`src/logic/sfod_defines.vh`:
```
`ifndef SFOD_DEFINES_VH
`define SFOD_DEFINES_VH

// Opcodes.
`define SFOD_OP_FAST_ARRAY_FETCH 8'h0B
`define SFOD_OP_ARRAY_FETCH 8'h03
`define SFOD_OP_DUAL_OUTPUT_FETCH 8'h3B
`define SFOD_OP_DUAL_IO_FETCH 8'hBB
`define SFOD_OP_QUAD_OUTPUT_FETCH 8'h6B
`define SFOD_OP_QUAD_IO_FETCH 8'hEB
`define SFOD_OP_PAGE_WIPE 8'h81
`define SFOD_OP_SMALL_UNIT_WIPE 8'h20
`define SFOD_OP_HALF_BLOCK_WIPE 8'h52
`define SFOD_OP_FULL_BLOCK_WIPE 8'hD8
`define SFOD_OP_CHIP_WIPE 8'h60
`define SFOD_OP_CHIP_WIPE_ALT 8'hC7
`define SFOD_OP_PAGE_WRITE 8'h02
`define SFOD_OP_DUAL_PAGE_WRITE 8'hA2
`define SFOD_OP_QUAD_PAGE_WRITE 8'h32
`define SFOD_OP_PAUSE_CMD 8'h75
`define SFOD_OP_PAUSE_CMD_ALT 8'hB0
`define SFOD_OP_CONTINUE_CMD 8'h7A
`define SFOD_OP_CONTINUE_CMD_ALT 8'h30
`define SFOD_OP_WRITE_LATCH_SET 8'h06
`define SFOD_OP_WRITE_LATCH_CLEAR 8'h04
`define SFOD_OP_VOLATILE_LATCH_SET 8'h50
`define SFOD_OP_SECURE_AREA_WIPE 8'h44
`define SFOD_OP_SECURE_AREA_WRITE 8'h42
`define SFOD_OP_SECURE_AREA_FETCH 8'h48
`define SFOD_OP_STATE_FETCH_LOW 8'h05
`define SFOD_OP_STATE_FETCH_HIGH 8'h35
`define SFOD_OP_CONFIG_FETCH 8'h15
`define SFOD_OP_ACTIVITY_INTERRUPT_ARM 8'h25
`define SFOD_OP_STATE_STORE 8'h01
`define SFOD_OP_CONFIG_STORE 8'h11
`define SFOD_OP_RESET_ARM 8'h66
`define SFOD_OP_RESET 8'h99
`define SFOD_OP_IDENT_TRIPLET_FETCH 8'h9F
`define SFOD_OP_MAKER_PART_FETCH 8'h90
`define SFOD_OP_DUAL_MAKER_PART_FETCH 8'h92
`define SFOD_OP_QUAD_MAKER_PART_FETCH 8'h94
`define SFOD_OP_DEEP_SLEEP_ENTER 8'hB9
`define SFOD_OP_WAKE_IDENT_FETCH 8'hAB
`define SFOD_OP_BURST_LEN_SET 8'h77
`define SFOD_OP_UNIQUE_SERIAL_FETCH 8'h4B

// Frame descriptor field positions.
`define SFOD_F_VALID 15
`define SFOD_F_ADDR3 14
`define SFOD_F_DUMMY_HI 13
`define SFOD_F_DUMMY_LO 11
`define SFOD_F_ALANE_HI 10
`define SFOD_F_ALANE_LO 9
`define SFOD_F_DLANE_HI 8
`define SFOD_F_DLANE_LO 7
`define SFOD_F_OUT 6
`define SFOD_F_IN 5
`define SFOD_F_WR 4
`define SFOD_F_QUAD 3
`define SFOD_F_FIFO 2
`define SFOD_F_DSPEC_HI 1
`define SFOD_F_DSPEC_LO 0

// Data byte count codes and lane codes.
`define SFOD_DS_NONE 2'h0
`define SFOD_DS_ONE 2'h1
`define SFOD_DS_TWO 2'h2
`define SFOD_DS_MANY 2'h3
`define SFOD_LN_X1 2'h0
`define SFOD_LN_X2 2'h1
`define SFOD_LN_X4 2'h2

// Status bit positions in the low status byte.
`define SFOD_SR_BUSY 0
`define SFOD_SR_WEL 1

`define SFOD_ADDR_BYTES 3'h3
`define SFOD_IDLE_BYTE 8'hFF

`endif

```
`src/logic/sfod_fifo.v`:
```
module sfod_fifo #(
  parameter WIDTH = 8,
  parameter DEPTH = 32,
  parameter AW = 5
) (
  input wire i_clk,
  input wire i_reset,
  input wire i_flush,
  input wire [WIDTH-1:0] i_data,
  input wire i_valid,
  output wire o_ready,
  output wire [WIDTH-1:0] o_data,
  output wire o_valid,
  input wire i_ready
);
  reg [WIDTH-1:0] mem [0:DEPTH-1];
  reg [AW-1:0] wr_ptr_q;
  reg [AW-1:0] rd_ptr_q;
  reg [AW:0] count_q;
  wire push;
  wire pop;

  assign o_ready = (count_q != DEPTH[AW:0]);
  assign o_valid = (count_q != {(AW+1){1'b0}});
  assign o_data = mem[rd_ptr_q];
  assign push = i_valid && o_ready;
  assign pop = o_valid && i_ready;

  always @(posedge i_clk) begin
    if (push) begin
      mem[wr_ptr_q] <= i_data;
    end
  end

  always @(posedge i_clk) begin
    if (i_reset || i_flush) begin
      wr_ptr_q <= {AW{1'b0}};
      rd_ptr_q <= {AW{1'b0}};
      count_q <= {(AW+1){1'b0}};
    end else begin
      if (push) begin
        wr_ptr_q <= (wr_ptr_q == DEPTH[AW-1:0] - 1'b1) ? {AW{1'b0}} : wr_ptr_q + 1'b1;
      end
      if (pop) begin
        rd_ptr_q <= (rd_ptr_q == DEPTH[AW-1:0] - 1'b1) ? {AW{1'b0}} : rd_ptr_q + 1'b1;
      end
      if (push && !pop) begin
        count_q <= count_q + 1'b1;
      end else if (pop && !push) begin
        count_q <= count_q - 1'b1;
      end
    end
  end
endmodule // sfod_fifo

```
`src/logic/sfod_decoder.v`:
```
// Behaviour
// Opcode 0Bh takes 3 address, 1 dummy byte, streams data until deselect.
// Opcode 03h takes 3 address bytes, no dummy, streams data on one line.
// Opcode 3Bh takes 3 serial address bytes, 1 dummy, data on two lanes.
// Opcode BBh takes address and dummy on two lanes, data on two lanes.
// Opcode 6Bh takes 3 address, 1 dummy byte, data on four lanes.
// Opcode EBh takes address and dummy on four lanes, data on four lanes.
// Opcode 20h takes 3 address bytes, no data, wipes a 4K sector.
// Opcode 52h takes 3 address bytes, no data, wipes a 32K block.
// Opcode D8h takes 3 address bytes, no data, wipes a 64K block.
// Opcode A2h takes 3 address bytes then data bytes on two lanes.
// Opcode 32h takes 3 address bytes then data bytes on four lanes.
// Opcode 06h alone sets the write latch flag.
// Opcode 04h alone clears the write latch flag.
// Opcode 50h makes the next status store touch volatile bits only.
// Opcode 48h takes 3 address, 1 dummy byte, returns security bytes.
// Opcode 05h returns the low status byte directly.
// Opcode 35h returns the high status byte directly.
// Opcode 15h returns the configuration byte directly.
// Opcode 25h takes one dummy byte, no data, arms activity interrupt.
// Opcode 01h takes two data bytes, no address, stores status.
// Opcode 9Fh returns maker code then two device code bytes.
// Opcode ABh takes 3 address bytes, returns one identification byte.
// Unknown opcode floats output and ignores clocks until next select.
// Chip wipe, pause and continue each accept two equivalent opcodes.
// Host ends write, wipe, latch and reset frames on a byte boundary.
// Four-lane fetch and write commands need the quad allow bit.
// Write latch clears when a write, wipe or reset command completes.
// Low status bit 0 shows busy, bit 1 shows the write latch.
`include "sfod_defines.vh"

module sfod_decoder #(
  parameter [7:0] MAKER_CODE = 8'h5A,
  parameter [15:0] DEVICE_CODE = 16'hA5_01,
  parameter [7:0] WAKE_IDENT = 8'h3C,
  parameter FIFO_DEPTH = 32
) (
  input wire i_clk,
  input wire i_reset,
  input wire i_sclk,
  input wire i_cs_n,
  input wire [3:0] i_io,
  output reg [3:0] o_io,
  output reg [3:0] o_io_oe_n,
  input wire i_busy_flag,
  input wire [5:0] i_status_low_upper,
  input wire [7:0] i_status_high,
  input wire [7:0] i_config,
  input wire i_quad_allow_bit,
  input wire i_op_done,
  input wire [7:0] i_rd_data,
  input wire i_rd_valid,
  output wire o_rd_ready,
  output reg o_cmd_valid,
  output reg [7:0] o_cmd_code,
  output reg [23:0] o_cmd_addr,
  output reg o_cmd_volatile,
  output reg o_wr_valid,
  output reg [7:0] o_wr_byte,
  output wire o_write_latch_flag
);
  localparam [6:0] ST_OP = 7'h01;
  localparam [6:0] ST_ADDR = 7'h02;
  localparam [6:0] ST_DUMMY = 7'h04;
  localparam [6:0] ST_DIN = 7'h08;
  localparam [6:0] ST_DOUT = 7'h10;
  localparam [6:0] ST_DONE = 7'h20;
  localparam [6:0] ST_IGNORE = 7'h40;

  // Builds a frame descriptor from its fields.
  function [15:0] frame;
    input a3;
    input [2:0] dmy;
    input [1:0] al;
    input [1:0] dl;
    input out;
    input din;
    input wr;
    input quad;
    input fifo;
    input [1:0] ds;
    begin
      frame = {1'b1, a3, dmy, al, dl, out, din, wr, quad, fifo, ds};
    end
  endfunction

  // Maps an opcode to its frame descriptor; zero means unknown.
  function [15:0] decode;
    input [7:0] op;
    begin
      case (op)
        // fast fetch.
        `SFOD_OP_FAST_ARRAY_FETCH: decode = frame(1, 1, 0, 0, 1, 0, 0, 0, 1, `SFOD_DS_MANY);
        // plain fetch.
        `SFOD_OP_ARRAY_FETCH: decode = frame(1, 0, 0, 0, 1, 0, 0, 0, 1, `SFOD_DS_MANY);
        // dual output.
        `SFOD_OP_DUAL_OUTPUT_FETCH: decode = frame(1, 1, 0, 1, 1, 0, 0, 0, 1, `SFOD_DS_MANY);
        // dual lanes.
        `SFOD_OP_DUAL_IO_FETCH: decode = frame(1, 1, 1, 1, 1, 0, 0, 0, 1, `SFOD_DS_MANY);
        // quad output.
        `SFOD_OP_QUAD_OUTPUT_FETCH: decode = frame(1, 1, 0, 2, 1, 0, 0, 1, 1, `SFOD_DS_MANY);
        // quad lanes.
        `SFOD_OP_QUAD_IO_FETCH: decode = frame(1, 1, 2, 2, 1, 0, 0, 1, 1, `SFOD_DS_MANY);
        `SFOD_OP_PAGE_WIPE: decode = frame(1, 0, 0, 0, 0, 0, 1, 0, 0, `SFOD_DS_NONE);
        // sector wipe.
        `SFOD_OP_SMALL_UNIT_WIPE: decode = frame(1, 0, 0, 0, 0, 0, 1, 0, 0, `SFOD_DS_NONE);
        // half block.
        `SFOD_OP_HALF_BLOCK_WIPE: decode = frame(1, 0, 0, 0, 0, 0, 1, 0, 0, `SFOD_DS_NONE);
        // full block.
        `SFOD_OP_FULL_BLOCK_WIPE: decode = frame(1, 0, 0, 0, 0, 0, 1, 0, 0, `SFOD_DS_NONE);
        // chip wipe aliases.
        `SFOD_OP_CHIP_WIPE, `SFOD_OP_CHIP_WIPE_ALT:
          decode = frame(0, 0, 0, 0, 0, 0, 1, 0, 0, `SFOD_DS_NONE);
        `SFOD_OP_PAGE_WRITE: decode = frame(1, 0, 0, 0, 0, 1, 1, 0, 0, `SFOD_DS_MANY);
        // dual page write.
        `SFOD_OP_DUAL_PAGE_WRITE: decode = frame(1, 0, 0, 1, 0, 1, 1, 0, 0, `SFOD_DS_MANY);
        // quad page write.
        `SFOD_OP_QUAD_PAGE_WRITE: decode = frame(1, 0, 0, 2, 0, 1, 1, 1, 0, `SFOD_DS_MANY);
        // pause and continue aliases, plus latch, volatile, reset, sleep and burst opcodes.
        `SFOD_OP_PAUSE_CMD, `SFOD_OP_PAUSE_CMD_ALT, `SFOD_OP_CONTINUE_CMD,
        `SFOD_OP_CONTINUE_CMD_ALT, `SFOD_OP_WRITE_LATCH_SET, `SFOD_OP_WRITE_LATCH_CLEAR,
        `SFOD_OP_VOLATILE_LATCH_SET, `SFOD_OP_RESET_ARM, `SFOD_OP_RESET,
        `SFOD_OP_DEEP_SLEEP_ENTER, `SFOD_OP_BURST_LEN_SET:
          decode = frame(0, 0, 0, 0, 0, 0, 0, 0, 0, `SFOD_DS_NONE);
        `SFOD_OP_SECURE_AREA_WIPE: decode = frame(1, 0, 0, 0, 0, 0, 1, 0, 0, `SFOD_DS_NONE);
        `SFOD_OP_SECURE_AREA_WRITE: decode = frame(1, 0, 0, 0, 0, 1, 1, 0, 0, `SFOD_DS_MANY);
        // security fetch.
        `SFOD_OP_SECURE_AREA_FETCH: decode = frame(1, 1, 0, 0, 1, 0, 0, 0, 1, `SFOD_DS_MANY);
        // low status.
        `SFOD_OP_STATE_FETCH_LOW,
        // high status.
        `SFOD_OP_STATE_FETCH_HIGH,
        // configuration.
        `SFOD_OP_CONFIG_FETCH: decode = frame(0, 0, 0, 0, 1, 0, 0, 0, 0, `SFOD_DS_ONE);
        // one dummy byte.
        `SFOD_OP_ACTIVITY_INTERRUPT_ARM: decode = frame(0, 1, 0, 0, 0, 0, 0, 0, 0, `SFOD_DS_NONE);
        // two data bytes.
        `SFOD_OP_STATE_STORE: decode = frame(0, 0, 0, 0, 0, 1, 1, 0, 0, `SFOD_DS_TWO);
        `SFOD_OP_CONFIG_STORE: decode = frame(0, 0, 0, 0, 0, 1, 1, 0, 0, `SFOD_DS_ONE);
        // identification.
        `SFOD_OP_IDENT_TRIPLET_FETCH: decode = frame(0, 0, 0, 0, 1, 0, 0, 0, 0, `SFOD_DS_MANY);
        `SFOD_OP_MAKER_PART_FETCH: decode = frame(1, 0, 0, 0, 1, 0, 0, 0, 0, `SFOD_DS_MANY);
        `SFOD_OP_DUAL_MAKER_PART_FETCH: decode = frame(1, 1, 1, 1, 1, 0, 0, 0, 0, `SFOD_DS_MANY);
        `SFOD_OP_QUAD_MAKER_PART_FETCH: decode = frame(1, 1, 2, 2, 1, 0, 0, 1, 0, `SFOD_DS_MANY);
        // wake with address.
        `SFOD_OP_WAKE_IDENT_FETCH: decode = frame(1, 0, 0, 0, 1, 0, 0, 0, 0, `SFOD_DS_MANY);
        `SFOD_OP_UNIQUE_SERIAL_FETCH: decode = frame(0, 4, 0, 0, 1, 0, 0, 0, 1, `SFOD_DS_MANY);
        default: decode = 16'h0000;
      endcase
    end
  endfunction

  // Folds alias opcodes onto one code.
  function [7:0] canon;
    input [7:0] op;
    begin
      case (op)
        `SFOD_OP_CHIP_WIPE_ALT: canon = `SFOD_OP_CHIP_WIPE;
        `SFOD_OP_PAUSE_CMD_ALT: canon = `SFOD_OP_PAUSE_CMD;
        `SFOD_OP_CONTINUE_CMD_ALT: canon = `SFOD_OP_CONTINUE_CMD;
        default: canon = op;
      endcase
    end
  endfunction

  reg sclk_s1_q, sclk_s2_q, sclk_s3_q;
  reg cs_s1_q, cs_s2_q, cs_s3_q;
  reg [3:0] io_s1_q, io_s2_q;
  reg [6:0] state_q;
  reg [15:0] info_q;
  reg [7:0] opc_q;
  reg [7:0] sr_q;
  reg [3:0] bitcnt_q;
  reg [2:0] bytecnt_q;
  reg [1:0] dcnt_q;
  reg [1:0] outidx_q;
  reg [7:0] osr_q;
  reg [3:0] ocnt_q;
  reg [23:0] addr_q;
  reg wel_q;
  reg vol_q;
  wire rise = sclk_s2_q && !sclk_s3_q;
  wire fall = !sclk_s2_q && sclk_s3_q;
  wire cs_rise = cs_s2_q && !cs_s3_q;
  wire [15:0] info_new = decode(sr_d);
  wire [1:0] lane_sel = (state_q == ST_OP) ? `SFOD_LN_X1 :
    (state_q == ST_DIN) ? info_q[`SFOD_F_DLANE_HI:`SFOD_F_DLANE_LO] :
    info_q[`SFOD_F_ALANE_HI:`SFOD_F_ALANE_LO];
  wire [3:0] lanes = (lane_sel == `SFOD_LN_X4) ? 4'h4 : (lane_sel == `SFOD_LN_X2) ? 4'h2 : 4'h1;
  wire [1:0] olane = info_q[`SFOD_F_DLANE_HI:`SFOD_F_DLANE_LO];
  wire [3:0] olanes = (olane == `SFOD_LN_X4) ? 4'h4 : (olane == `SFOD_LN_X2) ? 4'h2 : 4'h1;
  wire [1:0] dspec = info_q[`SFOD_F_DSPEC_HI:`SFOD_F_DSPEC_LO];
  reg [7:0] sr_d;
  reg [7:0] out_byte;
  wire [7:0] fifo_data;
  wire fifo_valid;
  wire fifo_pop = fall && (state_q == ST_DOUT) && (ocnt_q == 4'h0) && info_q[`SFOD_F_FIFO];
  wire frame_ok;
  wire [6:0] data_state;

  assign o_write_latch_flag = wel_q;
  // exact byte boundary.
  assign frame_ok = (bitcnt_q == 4'h0) && ((state_q == ST_DONE) ||
    ((state_q == ST_DIN) && (dcnt_q != 2'h0) &&
    ((dspec != `SFOD_DS_TWO) || (dcnt_q == 2'h2))));
  assign data_state = info_q[`SFOD_F_OUT] ? ST_DOUT : info_q[`SFOD_F_IN] ? ST_DIN : ST_DONE;

  sfod_fifo #(
    .WIDTH(8),
    .DEPTH(FIFO_DEPTH),
    .AW($clog2(FIFO_DEPTH))
  ) u_fifo (
    .i_clk(i_clk),
    .i_reset(i_reset),
    .i_flush(cs_s2_q),
    .i_data(i_rd_data),
    .i_valid(i_rd_valid),
    .o_ready(o_rd_ready),
    .o_data(fifo_data),
    .o_valid(fifo_valid),
    .i_ready(fifo_pop)
  );

  always @* begin
    case (lanes)
      4'h4: sr_d = {sr_q[3:0], io_s2_q};
      4'h2: sr_d = {sr_q[5:0], io_s2_q[1:0]};
      default: sr_d = {sr_q[6:0], io_s2_q[0]};
    endcase
  end

  always @* begin
    out_byte = `SFOD_IDLE_BYTE;
    if (info_q[`SFOD_F_FIFO]) begin
      out_byte = fifo_valid ? fifo_data : `SFOD_IDLE_BYTE;
    end else if (opc_q == `SFOD_OP_STATE_FETCH_LOW) begin
      // busy and latch bits.
      out_byte = {i_status_low_upper, wel_q, i_busy_flag};
    end else if (opc_q == `SFOD_OP_STATE_FETCH_HIGH) begin
      out_byte = i_status_high;
    end else if (opc_q == `SFOD_OP_CONFIG_FETCH) begin
      out_byte = i_config;
    end else if (opc_q == `SFOD_OP_WAKE_IDENT_FETCH) begin
      out_byte = WAKE_IDENT;
    end else if (opc_q == `SFOD_OP_IDENT_TRIPLET_FETCH) begin
      // maker then device.
      out_byte = (outidx_q == 2'h0) ? MAKER_CODE :
        (outidx_q == 2'h1) ? DEVICE_CODE[15:8] : DEVICE_CODE[7:0];
    end else begin
      out_byte = outidx_q[0] ? DEVICE_CODE[7:0] : MAKER_CODE;
    end
  end

  always @(posedge i_clk) begin
    sclk_s1_q <= i_sclk;
    sclk_s2_q <= sclk_s1_q;
    sclk_s3_q <= sclk_s2_q;
    cs_s1_q <= i_cs_n;
    cs_s2_q <= cs_s1_q;
    cs_s3_q <= cs_s2_q;
    io_s1_q <= i_io;
    io_s2_q <= io_s1_q;
  end

  always @(posedge i_clk) begin
    o_cmd_valid <= 1'b0;
    o_wr_valid <= 1'b0;
    if (i_reset) begin
      state_q <= ST_OP;
      info_q <= 16'h0000;
      opc_q <= 8'h00;
      sr_q <= 8'h00;
      bitcnt_q <= 4'h0;
      bytecnt_q <= 3'h0;
      dcnt_q <= 2'h0;
      outidx_q <= 2'h0;
      osr_q <= 8'h00;
      ocnt_q <= 4'h0;
      addr_q <= 24'h00_0000;
      wel_q <= 1'b0;
      vol_q <= 1'b0;
      o_io <= 4'h0;
      o_io_oe_n <= 4'hF;
      o_cmd_code <= 8'h00;
      o_cmd_addr <= 24'h00_0000;
      o_cmd_volatile <= 1'b0;
      o_wr_byte <= 8'h00;
    end else begin
      // latch clears on completion.
      if (i_op_done) begin
        wel_q <= 1'b0;
      end
      if (cs_s2_q) begin
        state_q <= ST_OP;
        bitcnt_q <= 4'h0;
        dcnt_q <= 2'h0;
        outidx_q <= 2'h0;
        ocnt_q <= 4'h0;
        o_io_oe_n <= 4'hF;
        if (cs_rise && frame_ok && (state_q != ST_IGNORE)) begin
          case (opc_q)
            // latch set.
            `SFOD_OP_WRITE_LATCH_SET: wel_q <= 1'b1;
            // latch clear.
            `SFOD_OP_WRITE_LATCH_CLEAR: wel_q <= i_op_done ? 1'b0 : 1'b0;
            // volatile arm.
            `SFOD_OP_VOLATILE_LATCH_SET: vol_q <= 1'b1;
            default: begin
              if (!info_q[`SFOD_F_WR] || wel_q ||
                  (vol_q && (opc_q == `SFOD_OP_STATE_STORE))) begin
                o_cmd_valid <= 1'b1;
                o_cmd_code <= canon(opc_q);
                o_cmd_addr <= addr_q;
                o_cmd_volatile <= vol_q && (opc_q == `SFOD_OP_STATE_STORE);
              end
              if (opc_q == `SFOD_OP_STATE_STORE) begin
                vol_q <= 1'b0;
              end
            end
          endcase
        end
      end else if (rise && (state_q != ST_IGNORE) && (state_q != ST_DOUT)) begin
        if (state_q == ST_DONE) begin
          // extra clocks spoil the frame.
          state_q <= ST_IGNORE;
        end else if (bitcnt_q + lanes == 4'h8) begin
          bitcnt_q <= 4'h0;
          sr_q <= 8'h00;
          if (state_q == ST_OP) begin
            info_q <= info_new;
            opc_q <= sr_d;
            if (!info_new[`SFOD_F_VALID] || (info_new[`SFOD_F_QUAD] && !i_quad_allow_bit)) begin
              // unknown or locked opcode.
              state_q <= ST_IGNORE;
              // quad needs allow bit.
            end else if (info_new[`SFOD_F_ADDR3]) begin
              state_q <= ST_ADDR;
              bytecnt_q <= `SFOD_ADDR_BYTES;
            end else if (info_new[`SFOD_F_DUMMY_HI:`SFOD_F_DUMMY_LO] != 3'h0) begin
              state_q <= ST_DUMMY;
              bytecnt_q <= info_new[`SFOD_F_DUMMY_HI:`SFOD_F_DUMMY_LO];
            end else begin
              state_q <= info_new[`SFOD_F_OUT] ? ST_DOUT : info_new[`SFOD_F_IN] ? ST_DIN : ST_DONE;
            end
          end else if (state_q == ST_DIN) begin
            o_wr_valid <= 1'b1;
            o_wr_byte <= sr_d;
            dcnt_q <= (dcnt_q == 2'h3) ? dcnt_q : dcnt_q + 2'h1;
            if ((dspec == `SFOD_DS_ONE) || ((dspec == `SFOD_DS_TWO) && (dcnt_q == 2'h1))) begin
              state_q <= ST_DONE;
            end
          end else begin
            if (state_q == ST_ADDR) begin
              addr_q <= {addr_q[15:0], sr_d};
            end
            bytecnt_q <= bytecnt_q - 3'h1;
            if (bytecnt_q == 3'h1) begin
              if ((state_q == ST_ADDR) &&
                  (info_q[`SFOD_F_DUMMY_HI:`SFOD_F_DUMMY_LO] != 3'h0)) begin
                state_q <= ST_DUMMY;
                bytecnt_q <= info_q[`SFOD_F_DUMMY_HI:`SFOD_F_DUMMY_LO];
              end else begin
                state_q <= data_state;
                if (info_q[`SFOD_F_FIFO]) begin
                  // fetch request at data start.
                  o_cmd_valid <= 1'b1;
                  o_cmd_code <= opc_q;
                  o_cmd_addr <= (state_q == ST_ADDR) ? {addr_q[15:0], sr_d} : addr_q;
                  o_cmd_volatile <= 1'b0;
                end
              end
            end
          end
        end else begin
          bitcnt_q <= bitcnt_q + lanes;
          sr_q <= sr_d;
        end
      end else if (fall && (state_q == ST_DOUT)) begin
        // lane drive on falling edge.
        o_io_oe_n <= (olane == `SFOD_LN_X4) ? 4'h0 : (olane == `SFOD_LN_X2) ? 4'hC : 4'hD;
        if (ocnt_q == 4'h0) begin
          outidx_q <= (outidx_q == 2'h3) ? outidx_q : outidx_q + 2'h1;
          osr_q <= out_byte << olanes;
          ocnt_q <= 4'h8 - olanes;
          o_io <= (olane == `SFOD_LN_X4) ? out_byte[7:4] :
            (olane == `SFOD_LN_X2) ? {2'b00, out_byte[7:6]} : {2'b00, out_byte[7], 1'b0};
        end else begin
          osr_q <= osr_q << olanes;
          ocnt_q <= ocnt_q - olanes;
          o_io <= (olane == `SFOD_LN_X4) ? osr_q[7:4] :
            (olane == `SFOD_LN_X2) ? {2'b00, osr_q[7:6]} : {2'b00, osr_q[7], 1'b0};
        end
      end
    end
  end
endmodule // sfod_decoder

```
`config.mk`:
```
export PLATFORM = sky130hd
export DESIGN_NAME = sfod_decoder
export DESIGN_NICKNAME = d
export VERILOG_FILES = /design/src/logic/sfod_fifo.v /design/src/logic/sfod_decoder.v
export VERILOG_INCLUDE_DIRS = /design/src /design/src/logic
export SDC_FILE = /design/constraint.sdc
export NUM_CORES = 1
export LEC_CHECK = 0
export ABC_AREA = 1
export BUFFER_PORTS_ARGS = -buffer_cell sky130_fd_sc_hd__buf_2
export CAP_MARGIN = 40
export CELL_PAD_IN_SITES_DETAIL_PLACEMENT = 2
export CELL_PAD_IN_SITES_GLOBAL_PLACEMENT = 2
export CORE_MARGIN = 4
export CORE_UTILIZATION = 38
export CTS_CLUSTER_DIAMETER = 60
export DETAILED_ROUTE_END_ITERATION = 16
export HOLD_SLACK_MARGIN = 0.06
export PLACE_DENSITY_LB_ADDON = 0.1
export SLEW_MARGIN = 20
export SYNTH_ARGS = -nofsm -noshare
export SYNTH_HDL_FRONTEND = slang
export SYNTH_SLANG_ARGS = --single-unit
```
`constraint.sdc`:
```
create_clock -name i_clk -period 4.4 [get_ports i_clk]
set_input_delay 0.44 -clock i_clk [delete_from_list [all_inputs] [get_ports i_clk]]
set_output_delay 0.44 -clock i_clk [all_outputs]
set_load 0.005 [all_outputs]
```
Word-level counts from Yosys, hierarchy flattened:

Memories as Yosys holds them, arrays and structs flattened. A register that Yosys moved wholly into a read port is not among the register bits.
Cells that the tools add are included.

* add/subtract/negate cells: 10
* muxes and demuxes: 115
* reduce and logical (&&, ||, !) cells: 75
* equality and inequality tests: 90
* shift-type cells: 2
* bitwise logic cells: 9

Operators with widths (number)
* 16-bit one-hot mux with 21 select lines: 1
* 24-bit two-way mux: 13
* 8-bit two-way mux: 22
* 8-bit == test (second input constant): 18
* 8-bit by 7-bit == test with 1-bit output (second input constant): 13
* 8-bit by 6-bit == test with 1-bit output (second input constant): 8
* 7-bit two-way mux: 9
* 6-bit two-way mux: 9
* 8-bit by 3-bit == test with 1-bit output (second input constant): 6
* 1-bit two-way mux: 34
* 3-bit two-way mux: 9
* 8-bit by 5-bit == test with 1-bit output (second input constant): 3
* 4-bit two-way mux: 6
* 8-bit one-hot mux with 3 select lines: 1
* 1-bit logical AND: 21
* 5-bit two-way mux: 4
* 6-bit AND reduction: 3
* 8-bit by 1-bit == test with 1-bit output (second input constant): 2
* 8-bit by 2-bit == test with 1-bit output (second input constant): 2
* 2-bit inequality test (second input constant): 8
* 8-bit one-hot mux with 2 select lines: 1
* 2-bit nonzero test: 8
* 8-bit by 3-bit left shift with 8-bit output: 2
* 2-bit == test (second input constant): 6
* other kinds (47): 92

* RAM bits: 256
* memories: 1
* output and inout port bits: 53
* input bits: 42
* word-level logic and storage cells: 334
* bits in registers: 166

Memory list
* u_fifo.mem: depth 32, bits a word 8, read ports 1, clocked after memory_dff 1, write ports 1, line sfod_fifo.v:16 `reg [WIDTH-1:0] mem [0:DEPTH-1];`

Logic depth before layout (Yosys ltp):

* word-level depth: 19
* gate-level depth with buffers: 29
* depth with buffers taken out: 27

Modules after synthesis:

Synthesis repeated with hierarchy kept, for this count alone.

* cell total of the unflattened synthesis: 2312
* area total of the unflattened synthesis: 20026.7 um^2

By module, submodules not included
* sfod_fifo: area an instance 11715.0 um^2, sequential area each 8107.8 um^2, times used 1, cells each 1047
* sfod_decoder: area an instance 8311.7 um^2, sequential area each 2942.8 um^2, times used 1, cells each 1265

Least setup slack after synthesis:

No wires, ideal clock.

* path type: reg2reg
* start: reg state_q[2]
* end: reg addr_q[10]
* slack: 0.376 ns
* arrival: 3.895 ns
* required time: 4.272 ns
* cell stages (with the launch flop): 20
* library setup time: 0.128 ns
* cell sequence: dfxtp_1 nor2_2 inv_1 nor4_2 nor2_1 clkbuf_1 a22oi_1 inv_1 ha_1 ha_1 inv_1 fa_1 inv_1 nor3_1 inv_1 nor3_4 nand2_1 clkbuf_1 o21ai_0 a21oi_1

* word-level cells in the longest chain between the ends: 9
* elaborated cells on any way between the ends: 21

RTL lines
* from (decl): line sfod_decoder.v:169 `reg [6:0] state_q;`
* from (signal assigned): line sfod_decoder.v:343 `` state_q <= info_new[`SFOD_F_OUT] ? ST_DOUT : info_new[`SFOD_F_IN] ? ST_DIN : ST_DONE; ``
* from (signal assigned): line sfod_decoder.v:363 `state_q <= data_state;`
* 7-bit by 4-bit == test with 1-bit output: line sfod_decoder.v:187, sfod_decoder.v:345
* 2-bit two-way mux: line sfod_decoder.v:187 `` (state_q == ST_DIN) ? info_q[`SFOD_F_DLANE_HI:`SFOD_F_DLANE_LO] : ``
* 2-bit two-way mux: line sfod_decoder.v:186 `` wire [1:0] lane_sel = (state_q == ST_OP) ? `SFOD_LN_X1 : ``
* 2-bit by 1-bit == test with 1-bit output (no source line)
* 2-bit two-way mux: line sfod_decoder.v:189 `` wire [3:0] lanes = (lane_sel == `SFOD_LN_X4) ? 4'h4 : (lane_sel == `SFOD_LN_X2) ? 4'h2 : 4'h1; ``
* 3-bit two-way mux: line sfod_decoder.v:189
* 4-bit by 3-bit adder with 4-bit output: line sfod_decoder.v:326 `end else if (bitcnt_q + lanes == 4'h8) begin`
* 4-bit == test: line sfod_decoder.v:326
* 6-bit AND reduction (no source line)
* to (signal assigned): line sfod_decoder.v:354 `addr_q <= {addr_q[15:0], sr_d};`
* to (decl): line sfod_decoder.v:179 `reg [23:0] addr_q;`

Parallel ways exist; a longest one is shown, timed or not.
A chain may end at the register's enable or synchronous reset.

Final worst setup path:

* start: reg state_q[5]
* end: reg o_cmd_addr[17]

* word-level cells in the longest chain between the ends: 11
* elaborated cells on any way between the ends: 41

RTL lines
* parallel branches: the longest is 11 deep, another holds 4-bit by 3-bit adder with 4-bit output
* to (signal assigned): line sfod_decoder.v:313 `o_cmd_addr <= addr_q;`
* to (signal assigned): line sfod_decoder.v:368 `o_cmd_addr <= (state_q == ST_ADDR) ? {addr_q[15:0], sr_d} : addr_q;`
* to (decl): line sfod_decoder.v:56 `output reg [23:0] o_cmd_addr,`

Parallel ways; which one is timed is not known. The select of a mux whose other input is x is not followed.

==> qor.yml <==
crit_fanout: 15
first_global_vias: 18183
synth_cell_types: 48
synth_seq_cells: 424
finalCritPeriodShare_pct: 94.5
synth_top_area_share_pct: 39.4
cp.arrival_ns: 4.67
cp-end-kind: "flop"
ios: 95
synth_compound_area_share_pct: 12.1
track_usage_pct: 24.2
diodes: 0
numClockSinks: 424
synth-simple-area-share_pct: 22.6
synth_area_mm2: 0.0195
rsz0062_at_grt: "true"
clk_pin_slew_ns: 0.05
max_freq_mhz: 240
synth_nets: 2331
postPlaceCellArea_mm2: 0.0207
first_iter_violations: 908
grt_overflow: 0
synth_top_family_by_area: "simple AND/OR/NAND/NOR gates"
yosysWarnings: 0
drc_errors: 0
fin_nets: 2437
fill_cells: 5567
initial_core_util_pct: 38.7
dp_slack_ns: -0.200
cts_max_path_buffers: 3
dr.pass1.iters: 5
post-dp-hpwl_um: 47100
postRouteAntennaNets: 0
place.gp.congestion: 0.832
synth-main-ff-cell: "edfxtp_1"
yosysMostFrequentCell: "nand2_1"
maxSlewViolCount: 0
cts_root_buffer: "clkbuf_16"
grt_max_degree: 133
synth_xor_area_share_pct: 0.539
clk_latency_ns: 0.61
hold_class: "in2reg"
ys_seq_area_share_pct: 56.6
layout-drive-gt1-share_pct: 12.2
synth-adder-area-share_pct: 2.49
fin_skew_ns: 0.0262
viasPerCell: 5.39
synth.area.top_cells: "edfxtp_1 (39%), dfxtp_1 (17%), nand2_1 (8.8%)"
p_per_area_mw_per_mm2: 379
antenna_found_initial: 1
grt_pass1_wl_um: 106000
crit_required_ns: 4.91
die_height_um: 235
yosys-top-cells-count: "nand2_1 (459), nor2_1 (326), o21ai_0 (257), edfxtp_1 (256), nand3_1 (187)"
io_buffers: 94
die_w_um: 235
period_needed_ns: 4.16
yosys-mux-area-fraction_pct: 0
leakage_uw: 0.00893
avgSynthCellArea_um2: 8.66
cts_tree: "yes"
setup_ws_ns: 0.240
numCtsBuffers: 50
worst_pin_slew_ns: 0.845
vdd_drop_max_uv: 272
wl_per_cell_um: 22.7
core-area_mm2: 0.0505
synthArstFlopShare_pct: 0
cts_max_level: 2
synth_area_leader_cell: "edfxtp_1"
fin_hold_ws_ns: 0.177
slew_headroom_pct: 43.5
syn_to_final_growth_pct: 16.5
critPathKind: "reg2reg"
routed_wirelength_um: 69800
final_area_mm2: 0.0227
die-area_mm2: 0.0550
hold_viol: 0
setup_viol: 0
synth_edf_count: 256
status: "complete, no violations"
vias: 16558
synthCells: 2252
worst_setup_path_start_kind: "flop"
cap_violations: 0
placementRows: 82
-- repair_timing --
action | 4_1_cts | 5_1_grt
hold buffers | 6 | 0
cloned | 0 | 3
setup endpoints to repair | 76 | 95
pin swaps | 0 | 2
gates resized for setup | 6 | 23
endpoints found under the hold margin | 6 | 0
buffers inserted | 0 | 3
-- cell families (layout without fill, tap and decap cells) --
group | after synthesis | in the layout
XOR/XNOR | 12 | 12
adder cells (fa/ha/maj) | 37 | 37
buffers and inverters | 283 | 429
flip-flops | 424 | 424
AND/OR/NAND/NOR | 1049 | 1049
AO/OA/AOI/OAI | 447 | 447
-- stage by stage --
stage | power (µW) | setup TNS, ns | std cells | util, %
floorplan | 4440 | 0 | 2252 | -
global placement | 4570 | 0 | 2943 | 40.9
detailed placement | 4590 | -3.49 | 2948 | 41.0
CTS | 8700 | 0 | 3046 | 44.4
global route | 8910 | -0.964 | 3070 | 45.0
finish | 8610 | 0 | 3070 | 45.0
-- worst paths after layout --
check | startpoint | endpoint | slack [ns] | cells after the start
hold / removal | i_op_done | o_write_latch_flag | 0.18 | 4
setup / recovery | state_q[5] | o_cmd_addr[17] | 0.24 | 21
setup reg to reg | state_q[5] | o_cmd_addr[17] | 0.24 | 21
hold reg to reg | sclk_s1_q | sclk_s2_q | 0.33 | 0
-- critical path, cell delays in order, from the launching register on --
cell	delay [ns]
dfxtp_1	0.34
inv_1	0.12
nand3_1	0.16
inv_1	0.12
nand2_2	0.11
inv_4	0.14
nor2_2	0.07
a22oi_2	0.24
inv_1	0.11
ha_2	0.38
ha_1	0.17
inv_1	0.06
fa_1	0.56
inv_1	0.08
nor3_2	0.25
inv_2	0.10
nor2_2	0.15
nand4_1	0.18
nand2_4	0.21
buf_12	0.17
o21ai_0	0.08
a31oi_1	0.22
-- sequential cells by signal, summed over array words and instances, names as in the netlist, 2 cells and up, named ones only --
| signal | count |
|---|---|
| bitcnt_q | 4 |
| o_wr_byte | 8 |
| outidx_q | 2 |
| sr_q | 7 |
| ocnt_q | 4 |
| dcnt_q | 2 |
| osr_q | 8 |
| info_q | 12 |
| u_fifo.rd_ptr_q | 5 |
| io_s2_q | 4 |
| io_s1_q | 4 |
| o_io | 4 |
| addr_q | 24 |
| opc_q | 8 |
| u_fifo.wr_ptr_q | 5 |
| o_io_oe_n | 3 |
| o_cmd_addr | 24 |
| u_fifo.mem | 256 |
| state_q | 7 |
| o_cmd_code | 8 |
| bytecnt_q | 3 |
| u_fifo.count_q | 6 |
-- power breakdown --
group | switching (µW) | internal (µW) | leakage [µW]
registers | 13.6 | 4230 | 0.00367
clock network | 1730 | 2370 | 0.000793
logic | 202 | 67.1 | 0.00447
total | 1940 | 6670 | 0.00893
-- metal layers --
layer | vias up | routed length (µm) | GRT usage, %
li1 | 7802 | - | -
met1 | 8344 | 28600 | 29.2
met2 | 309 | 36500 | 45.2
met3 | 103 | 2740 | 3.60
met4 | 0 | 1910 | 6.39
met5 | - | 0 | 0
-- cells in the final DEF, fill, tap and decap left out, drive strengths merged --
master / Yosys / final
bufinv: 0 / 2
o41ai: 1 / 1
fa: 3 / 3
nand2: 467 / 467
o21ai: 263 / 263
clkinv: 2 / 17
edfxtp: 256 / 256
ha: 34 / 34
o31ai: 5 / 5
or2: 10 / 10
nand4: 14 / 14
dfxtp: 168 / 168
a21o: 2 / 2
nor3: 20 / 20
inv: 176 / 177
a31oi: 16 / 16
nor2: 336 / 336
and2: 1 / 1
xnor2: 4 / 4
dlygate4sd3: 0 / 6
o211ai: 18 / 18
buf: 30 / 151
a21boi: 1 / 1
o21a: 2 / 2
clkinvlp: 0 / 3
xor2: 8 / 8
clkbuf: 75 / 73
a211oi: 3 / 3
nand3b: 2 / 2
nor4: 10 / 10
nand3: 189 / 189
a21oi: 131 / 131
o211a: 1 / 1
a22oi: 3 / 3
o22ai: 1 / 1
-- cell type report --
class | count | area, µm² | area share [%]
multi-input cells | 1545 | 7440 | 32.7
repair buffers | 159 | 1080 | 4.76
well taps | 672 | 841 | 3.70
clock buffers | 71 | 1410 | 6.21
flip-flops and latches | 424 | 11100 | 48.6
clock inverters | 21 | 223 | 0.980
inverters | 178 | 676 | 2.97
Power figures use the tool's default switching activity.
